**src/verilog/igds_pkg.sv**
```systemverilog
// constants and types shared by the isolated gate drive sequencer
package igds_pkg;
  // ==========================================================================
  // clock
  localparam int unsigned CLK_PERIOD_PS   = 20000;
  // ==========================================================================
  // timing (figures as printed)
  localparam int unsigned LONG_OFF_US     = 32;
  localparam int unsigned DISCHARGE_NS    = 20;
  localparam int unsigned NEG_CAP_FF      = 10800;
  // long-off detect: least time, rounded up
  localparam int unsigned LONG_OFF_CYC    = (LONG_OFF_US * 1000000 + CLK_PERIOD_PS - 1)
                                            / CLK_PERIOD_PS;
  // discharge pulse: least time, rounded up, at least one cycle
  localparam int unsigned DISCHARGE_CYC_R = (DISCHARGE_NS * 1000 + CLK_PERIOD_PS - 1)
                                            / CLK_PERIOD_PS;
  localparam int unsigned DISCHARGE_CYC   = (DISCHARGE_CYC_R < 1) ? 1 : DISCHARGE_CYC_R;
  // link: pulse spacing during normal state and during long-off
  localparam int unsigned REP_FAST_CYC    = 16;
  localparam int unsigned REP_SLOW_CYC    = 256;
  // receiver watchdog trips when no pulse for this many cycles
  localparam int unsigned WDOG_CYC        = 64;
  localparam int unsigned CNT_W           = 16;
  // ==========================================================================
  // output sequencer states
  typedef enum logic [2:0] {
    IGDS_LONG_OFF,
    IGDS_DISCHARGE,
    IGDS_ON,
    IGDS_NEG_OFF,
    IGDS_ZERO_OFF
  } igds_state_e;
endpackage

```
**src/verilog/igds_link_tx.sv**
```systemverilog
// input-side transmitter: sends pwm state as repeated pulses over the link
`timescale 1ns/100ps
module igds_link_tx (
  input  wire logic                      sys_clk,
  input  wire logic                      reset,
  input  wire logic                      clkEn,
  input  wire logic                      pwmLevel,
  input  wire logic                      inSupplyOk,
  output logic                           linkPulse,
  output logic                           linkData
);
  import igds_pkg::*;

  logic [igds_pkg::CNT_W-1:0] repCnt_q;
  logic [igds_pkg::CNT_W-1:0] offCnt_q;
  logic                       lastLvl_q;
  logic                       longOff;
  logic                       effLvl;

  assign effLvl  = pwmLevel & inSupplyOk;
  assign longOff = (offCnt_q >= CNT_W'(LONG_OFF_CYC));

  // ==========================================================================
  // off-time measurement
  always_ff @(posedge sys_clk or posedge reset) begin
    if (reset) begin
      offCnt_q <= '0;
    end else if (clkEn) begin
      if (effLvl) begin
        offCnt_q <= '0;
      end else if (!longOff) begin
        offCnt_q <= offCnt_q + 1'b1;
      end
    end
  end

  // ==========================================================================
  // pulse repetition, slowed in long-off so the receiver watchdog trips
  always_ff @(posedge sys_clk or posedge reset) begin
    if (reset) begin
      repCnt_q  <= '0;
      lastLvl_q <= 1'b0;
      linkPulse <= 1'b0;
      linkData  <= 1'b0;
    end else if (clkEn) begin
      lastLvl_q <= effLvl;
      if ((effLvl != lastLvl_q) ||
          (!longOff && repCnt_q >= CNT_W'(REP_FAST_CYC - 1)) ||
          (repCnt_q >= CNT_W'(REP_SLOW_CYC - 1))) begin
        repCnt_q  <= '0;
        linkPulse <= 1'b1;
        linkData  <= effLvl;
      end else begin
        repCnt_q  <= repCnt_q + 1'b1;
        linkPulse <= 1'b0;
      end
    end
  end
endmodule

```
**src/verilog/igds_sequencer.sv**
```systemverilog
// gate drive sequencer: pwm transmitter, link receiver watchdog, output switches
`timescale 1ns/100ps
module igds_sequencer #(
  parameter int unsigned NEG_OFF_CYC = 10
) (
  input  wire logic sys_clk,
  input  wire logic reset,
  input  wire logic clkEn,
  input  wire logic pwmIn,
  input  wire logic inSupplyOk,
  input  wire logic gateSupplyOk,
  input  wire logic sourceSupplyOk,
  output logic      gateSideOutput,
  output logic      sourceSideOutput,
  output logic      zeroLevelPullSwitch,
  output logic      negativeSupplySwitch,
  output logic      linkFault
);
  import igds_pkg::*;

  // elaboration-time check: the negative-off time must fit the timer
  if (NEG_OFF_CYC < 1 || NEG_OFF_CYC >= (1 << CNT_W)) begin : g_chkNegOff
    $error("NEG_OFF_CYC out of range");
  end

  logic [2:0]                 syncA_q;
  logic [2:0]                 syncB_q;
  logic                       pwmS;
  logic                       inOkS;
  logic                       outOkS;
  logic                       linkPulse;
  logic                       linkData;
  logic                       rxLvl_q;
  logic [igds_pkg::CNT_W-1:0] wdogCnt_q;
  logic [igds_pkg::CNT_W-1:0] tmr_q;
  logic                       wdogTrip;
  igds_state_e                state_q;

  // ==========================================================================
  // pin synchronisers; supply good levels come from the analog comparators
  always_ff @(posedge sys_clk or posedge reset) begin
    if (reset) begin
      syncA_q <= '0;
      syncB_q <= '0;
    end else if (clkEn) begin
      syncA_q <= {pwmIn, inSupplyOk, gateSupplyOk & sourceSupplyOk};
      syncB_q <= syncA_q;
    end
  end
  assign pwmS   = syncB_q[2];
  assign inOkS  = syncB_q[1];
  assign outOkS = syncB_q[0];

  // ==========================================================================
  // input side
  igds_link_tx u_tx (
    .sys_clk    (sys_clk),
    .reset      (reset),
    .clkEn      (clkEn),
    .pwmLevel   (pwmS),
    .inSupplyOk (inOkS),
    .linkPulse  (linkPulse),
    .linkData   (linkData)
  );

  // ==========================================================================
  // receiver with watchdog
  assign wdogTrip = (wdogCnt_q >= CNT_W'(WDOG_CYC));
  always_ff @(posedge sys_clk or posedge reset) begin
    if (reset) begin
      wdogCnt_q <= CNT_W'(WDOG_CYC);
      rxLvl_q   <= 1'b0;
    end else if (clkEn) begin
      if (linkPulse) begin
        wdogCnt_q <= '0;
        rxLvl_q   <= linkData;
      end else if (!wdogTrip) begin
        wdogCnt_q <= wdogCnt_q + 1'b1;
      end else begin
        rxLvl_q   <= 1'b0;
      end
    end
  end
  assign linkFault = wdogTrip;

  // ==========================================================================
  // output sequencer
  always_ff @(posedge sys_clk or posedge reset) begin
    if (reset) begin
      state_q <= IGDS_LONG_OFF;
      tmr_q   <= '0;
    end else if (clkEn) begin
      if (!outOkS || !inOkS) begin
        state_q <= IGDS_LONG_OFF;
        tmr_q   <= '0;
      end else begin
        case (state_q)
          IGDS_LONG_OFF: begin
            if (rxLvl_q && !wdogTrip) begin
              state_q <= IGDS_DISCHARGE;
              tmr_q   <= '0;
            end
          end
          IGDS_DISCHARGE: begin
            tmr_q <= tmr_q + 1'b1;
            if (tmr_q >= CNT_W'(DISCHARGE_CYC - 1)) begin
              state_q <= IGDS_ON;
            end
          end
          IGDS_ON: begin
            if (!rxLvl_q || wdogTrip) begin
              state_q <= IGDS_NEG_OFF;
              tmr_q   <= '0;
            end
          end
          IGDS_NEG_OFF: begin
            tmr_q <= tmr_q + 1'b1;
            if (wdogTrip) begin
              state_q <= IGDS_LONG_OFF;
            end else if (rxLvl_q) begin
              state_q <= IGDS_ON;
            end else if (tmr_q >= CNT_W'(NEG_OFF_CYC - 1)) begin
              state_q <= IGDS_ZERO_OFF;
            end
          end
          IGDS_ZERO_OFF: begin
            if (wdogTrip) begin
              state_q <= IGDS_LONG_OFF;
            end else if (rxLvl_q) begin
              state_q <= IGDS_ON;
            end
          end
          default: begin
            state_q <= IGDS_LONG_OFF;
          end
        endcase
      end
    end
  end

  // ==========================================================================
  // switch drive from state
  always_ff @(posedge sys_clk or posedge reset) begin
    if (reset) begin
      gateSideOutput       <= 1'b0;
      sourceSideOutput     <= 1'b1;
      zeroLevelPullSwitch  <= 1'b0;
      negativeSupplySwitch <= 1'b1;
    end else if (clkEn) begin
      gateSideOutput       <= (state_q == IGDS_ON);
      sourceSideOutput     <= (state_q == IGDS_LONG_OFF) || (state_q == IGDS_NEG_OFF);
      zeroLevelPullSwitch  <= (state_q == IGDS_DISCHARGE) || (state_q == IGDS_ZERO_OFF);
      negativeSupplySwitch <= (state_q == IGDS_LONG_OFF);
    end
  end
endmodule

```
**config.mk**
```make
export PLATFORM = sky130hd
export DESIGN_NAME = igds_sequencer
export DESIGN_NICKNAME = d
export VERILOG_FILES = /design/src/verilog/igds_pkg.sv /design/src/verilog/igds_link_tx.sv /design/src/verilog/igds_sequencer.sv
export SDC_FILE = /design/constraint.sdc
export NUM_CORES = 1
export LEC_CHECK = 0
export BUFFER_PORTS_ARGS = -buffer_cell sky130_fd_sc_hd__buf_4
export CORE_UTILIZATION = 45
export DETAILED_ROUTE_END_ITERATION = 16
export HOLD_SLACK_MARGIN = 0.08
export PLACE_DENSITY_LB_ADDON = 0.08
export RECOVER_POWER = 100
export SLEW_MARGIN = 15
export SYNTH_ARGS = -nofsm -noshare
export SYNTH_HDL_FRONTEND = slang
export SYNTH_HIERARCHICAL = 1
export SYNTH_SLANG_ARGS = --single-unit
export TNS_END_PERCENT = 100
```
**constraint.sdc**
```tcl
create_clock -name sys_clk -period 3.8 [get_ports sys_clk]
set_input_delay 0.57 -clock sys_clk [delete_from_list [all_inputs] [get_ports sys_clk]]
set_output_delay 0.57 -clock sys_clk [all_outputs]
set_load 0.03 [all_outputs]
```
======== Word level (Yosys, flattened, before mapping) ========
Cells that the tools add are included.
cells by class
  add/subtract/negate cells ............... 4
  multiplexer cells ....................... 22
  bitwise logic cells ..................... 2
  reductions and logical operators ........ 23
  magnitude comparators ................... 6
  eq/ne operators ......................... 12
operators with widths
  kind                                                    number
  2-to-1 mux 16 bit                                       8
  adder 16 x 1 -> 16 bit (second input constant)          4
  one-hot mux 16 bit (3 select lines)                     1
  >= comparator 16 x 4 -> 1 bit (second input constant)   2
  2-to-1 mux 3 bit                                        9
  >= comparator 16 x 1 -> 1 bit (second input constant)   1
  >= comparator 16 x 11 -> 1 bit (second input constant)  1
  >= comparator 16 x 7 -> 1 bit (second input constant)   1
  >= comparator 16 x 8 -> 1 bit (second input constant)   1
  one-hot mux 3 bit (5 select lines)                      1
  != test 3 bit (second input constant)                   3
  AND reduction 2 bit                                     4
  equality test 3 x 2 -> 1 bit (second input constant)    2
  logical OR 1 bit                                        6
  AND reduction 6 bit                                     1
  zero test 1 bit                                         5
  != test 5 bit (second input constant)                   1
  != test 4 bit (second input constant)                   1
  AND reduction 4 bit                                     1
  nonzero test 4 bit                                      1
  equality test 3 x 1 -> 1 bit (second input constant)    1
  equality test 3 bit (second input constant)             1
  zero test 3 bit                                         1
  2-to-1 mux 1 bit                                        3
  7 further kinds                                         9
word-level totals
  register bits after elaboration ......... 81
  input port bits ......................... 7
  output and inout bits ................... 5

======== Logic depth before layout (Yosys ltp) ========
  depth after elaboration ................. 6
  mapped depth ............................ 8

======== Modules after synthesis ========
The synthesis kept the hierarchy.
modules (own cells, without submodules)
  module          times used  area each (um2)  seq. area each (um2)  cells an instance
  igds_sequencer  1           2512.4           1154.9                257
  igds_link_tx    1           1680.4           875.8                 165

======== Least setup slack after synthesis ========
Ideal clock, no wire load.
  path kind ............................... register to register
  start ................................... register wdogCnt_q[8] (netlist name)
  end ..................................... register state_q[1]
  period minus slack after synthesis ...... 2.439 ns
  data arrival time ....................... 2.318 ns
  buffers on the path ..................... 0
  setup time .............................. 0.121 ns
  cell stages (with the launch flop) ...... 7
  required time ........................... 3.679 ns
  slack ................................... 1.361 ns
  path through ............................ dfrtp_1 or4_1 nor3_1 inv_1 a2111oi_2 a2111oi_0 a22o_1
on the way
  word-level cells in the longest chain between the ends .. 5
RTL lines
  element                          RTL line               RTL
  start: declaration               igds_sequencer.sv:34   logic [igds_pkg::CNT_W-1:0] wdogCnt_q;
  start signal: assignment         igds_sequencer.sv:71   wdogCnt_q <= CNT_W'(WDOG_CYC);
  start signal: assignment         igds_sequencer.sv:78   wdogCnt_q <= wdogCnt_q + 1'b1;
  >= comparator 16 x 7 -> 1 bit *  igds_sequencer.sv:68   assign wdogTrip = (wdogCnt_q >= CNT_W'(WDOG_CYC));
  named net linkFault              igds_sequencer.sv:17   output logic linkFault
  zero test 1 bit                  igds_sequencer.sv:99   if (rxLvl_q && !wdogTrip) begin
  logical AND 1 bit                igds_sequencer.sv:99
  != test 3 bit (no line)          n/a
  AND reduction 6 bit (no line)    n/a
  end signal: assignment           igds_sequencer.sv:100  state_q <= IGDS_DISCHARGE;
  end signal: assignment           igds_sequencer.sv:107  state_q <= IGDS_ON;
  end signal: assignment           igds_sequencer.sv:112  state_q <= IGDS_NEG_OFF;
  end: declaration                 igds_sequencer.sv:37   igds_state_e state_q;
The timed path passes the listed nets; every way through them passes the cells marked *.
A chain may end at the register's enable or synchronous reset.

======== Worst setup path in the final report ========
  start ................................... input port clkEn
  end ..................................... register tmr_q[9] (netlist name)
on the way
  word-level cells in the longest chain between the ends .. 1
RTL lines
  element                        RTL line               RTL
  start: declaration             igds_sequencer.sv:8    input wire logic clkEn,
  AND reduction 4 bit (no line)  n/a
  end signal: assignment         igds_sequencer.sv:105  tmr_q <= tmr_q + 1'b1;
  end signal: assignment         igds_sequencer.sv:117  tmr_q <= tmr_q + 1'b1;
  end: declaration               igds_sequencer.sv:35   logic [igds_pkg::CNT_W-1:0] tmr_q;
Every way passes these cells.

==> flow_summary.json <==
{
  "run_status": "complete, but fails checks",
  "violations": "max-capacitance violations, max-slew violations",
  "endpoint_kind": "register",
  "dieArea_um2": 9710,
  "place_ws_ps": 1240,
  "start_util_pct": 47.2,
  "drtIter0Drc": 148,
  "post_drt_wl_per_cell_um": 15.6,
  "synth-xor-area-share_pct": 2.72,
  "diodes": 0,
  "worstSkewPairLatency_ps": 350,
  "synth_edf_count": 0,
  "grt_max_degree": 47,
  "synth.avg_cell_area_um2": 9.94,
  "path_max_fanout": 29,
  "r2r_slack_ps": 1280,
  "setup_ws_ps": 834,
  "criticalPathCategory": "input port to register",
  "synth_simple_gate_area_share_pct": 23.2,
  "cts_resized": 0,
  "hold_slack_ps": 450,
  "synthFlopType": "dfrtp_1",
  "fmax_ghz": 0.337,
  "rsz0062_at_grt": "no",
  "antenna_found_initial": 0,
  "clk_pin_slew_worst_paths_ps": 90,
  "slew_viol_final": 83,
  "ys_seq_area_share_pct": 48.4,
  "grt-ovfl-total": 0,
  "max_slew_margin_pct": -23.2,
  "cts.sinks": 81,
  "grt_pass1_vias": 3083,
  "antenna_left": 0,
  "drt-total-wl_um": 8470,
  "synth_top_family_by_area": "simple AND/OR/NAND/NOR gates",
  "synthMuxAreaShare_pct": 2.92,
  "async_reset_ff_share_pct": 100,
  "worst_slew_pin_slew_ps": 1850,
  "fin_crit_ps": 2970,
  "fp.coreArea_um2": 8890,
  "h-tree-depth": 3,
  "fill_cells": 841,
  "drcViolationCount": 0,
  "min_path_cells": 2,
  "rr_worst_depth": 6,
  "port_buffers": 11,
  "min_from": "pwmIn",
  "grt_pass1_wl_um": 14800,
  "clockRootBuffer": "clkbuf_8",
  "placementRows": 34,
  "numCtsBuffers": 9,
  "crit_required_ps": 4040,
  "cts.path.max_buffers": 2,
  "tns_ps": 0,
  "yosysWarnings": 6,
  "max_cap_violations": 2,
  "power_density_nw_per_um2": 446,
  "grtUsageTotal_pct": 19.1,
  "die_h_um": 98.5,
  "num_io_pins": 12,
  "post_cts_buffers": 0,
  "via_per_inst": 5.83,
  "hold_violations": 0,
  "finClkSkew_ps": 13.8,
  "ys_types": 64,
  "syn_inst": 422,
  "vias": 3158,
  "syn_nets": 437,
  "postCtsHoldBufs": 0,
  "arrival_ps": 3210,
  "dieWidth_um": 98.5,
  "r2r-start": "wdogCnt_q[8]$_DFFE_PP0P_",
  "synth_seq_cells": 81,
  "synth_adder_area_share_pct": 2.39,
  "whs_endpoint": "syncA_q[2]$_DFFE_PP0P_",
  "netlist_area_um2": 4190,
  "power.leakage_nw": 2.02,
  "timing.rr.end": "state_q[1]$_DFFE_PP0P_",
  "start_kind": "input port",
  "hpwlAfterDp_um": 5710,
  "finalCritPeriodShare_pct": 78.1,
  "cts_tree": "yes",
  "synth_compound_area_share_pct": 16.2,
  "final_nets": 444,
  "p_total_mw": 2.01,
  "setup_viol": 0,
  "firstDrtPassIters": 7,
  "drive_above_1_share_pct": 11.3,
  "area_growth_pct": 7.61,
  "gp_congestion": 0.786,
  "hold_path.class": "input port to register",
  "ir_drop_mv": 0.202
}
-- cells by family (layout without fill, tap and decap cells) --
kind of cell    after synthesis  in the layout
flops                        81             81
mux                          11             11
fa+ha+maj                     8              8
compound gates               94             94
buf+inv                      39             51
xor+xnor                     13             13
simple gates                176            176
-- routing by layer --
layer	up-vias	global-route usage (%)	part of all wire, %
met4	0	6.77	1.4
met2	35	31.0	48
met3	12	3.05	2.3
met5	-	0	0
li1	1552	-	-
met1	1559	26.2	48
-- through the flow --
step	util, %	std cells	cell area [um2]
5_1_grt	50.7	542	4510
3_5_place_dp	48.7	526	4330
3_3_place_gp	48.7	526	4330
2_1_floorplan	-	422	4190
4_1_cts	51.1	542	4550
6_report	50.7	542	4510
-- cell type report --
| cell class | instances | area (um2) | share of cell area (%) |
|---|---|---|---|
| sequential | 81 | 2030 | 45.0 |
| multi-input combinational | 302 | 1990 | 44.0 |
| tap | 108 | 135 | 3.00 |
| clock buffer | 11 | 131 | 2.91 |
| inverter | 22 | 82.6 | 1.83 |
| clock inverter | 5 | 81.3 | 1.80 |
| timing repair buffer | 13 | 63.8 | 1.41 |
-- layout by cell type (no fill, tap or decap), types with 4 or more instances in the layout --
| cell type | count |
|---|---|
| dfrtp_1 | 78 |
| nor2_1 | 34 |
| nand2_1 | 33 |
| inv_1 | 22 |
| nand3_1 | 18 |
| a21oi_1 | 18 |
| o21ai_0 | 17 |
| nor3_1 | 14 |
| nand4_1 | 14 |
| o31ai_1 | 13 |
| and3_1 | 11 |
| clkbuf_1 | 11 |
| nor4_1 | 9 |
| clkbuf_8 | 9 |
| o21a_1 | 8 |
| ha_1 | 8 |
| mux2_2 | 7 |
| xnor2_1 | 7 |
| or4_1 | 6 |
| and2_0 | 6 |
| xor2_1 | 6 |
| a211o_2 | 6 |
| a21o_1 | 5 |
| a31oi_1 | 5 |
| a22o_1 | 4 |
| buf_4 | 4 |
-- worst max-delay path by stage --
| stage | slack (ps) | cells past startpoint | from | to |
|---|---|---|---|---|
| after floorplan | 1360 | 6 | wdogCnt_q[8]$_DFFE_PP0P_ | state_q[1]$_DFFE_PP0P_ |
| after global placement | 1290 | 4 | wdogCnt_q[8]$_DFFE_PP0P_ | linkFault |
| after detailed placement | 1240 | 4 | wdogCnt_q[8]$_DFFE_PP0P_ | linkFault |
| after CTS | 850 | 4 | wdogCnt_q[8]$_DFFE_PP0P_ | linkFault |
| after global routing | 570 | 4 | clkEn | tmr_q[9]$_DFFE_PP0P_ |
| final | 830 | 4 | clkEn | tmr_q[9]$_DFFE_PP0P_ |
-- worst max-delay path, stage by stage --
cell and delay (ps):
clkbuf_1 980, inv_1 710, a211o_1 550, a221o_1 390
-- synthesized netlist by cell type (all sizes together), types with 3 or more instances --
library cell	n	area, um2
or3	3	18.8
nor2	34	128
nand4	15	109
a211o	7	68.8
or2	3	18.8
dfrtp	78	1950
nand2	33	124
xor2	6	52.6
inv	22	82.6
a22o	4	35.0
o211ai	3	22.5
a21oi	18	90.1
and2	11	71.3
and3	11	68.8
mux2	7	78.8
ha	8	100
clkbuf	10	37.5
nor2b	3	18.8
nor4	10	77.6
a31oi	5	31.3
a21o	6	46.3
nand3	18	90.1
xnor2	7	61.3
buf	7	55.1
o31ai	13	97.6
mux2i	4	43.8
dfstp	3	78.8
o21ai	17	85.1
nor3	15	80.1
or4	7	56.3
o21a	8	60.1
-- sequential cells by signal, indices dropped and copies added (netlist names) --
name,cells
sourceSideOutput,1
u_tx/lastLvl_q,1
u_tx/repCnt_q,16
tmr_q,16
u_tx/linkData,1
wdogCnt_q,16
state_q,3
u_tx/linkPulse,1
negativeSupplySwitch,1
u_tx/offCnt_q,16
zeroLevelPullSwitch,1
syncB_q,3
gateSideOutput,1
rxLvl_q,1
syncA_q,3
-- report_power, final --
part           total [mW]  switching, mW  internal, mW
clock               0.693          0.322         0.371
combinational       0.294          0.174         0.121
sequential           1.03         0.0876         0.939
total                2.01          0.583          1.43
No activity file was read; power rests on OpenSTA's default activity.
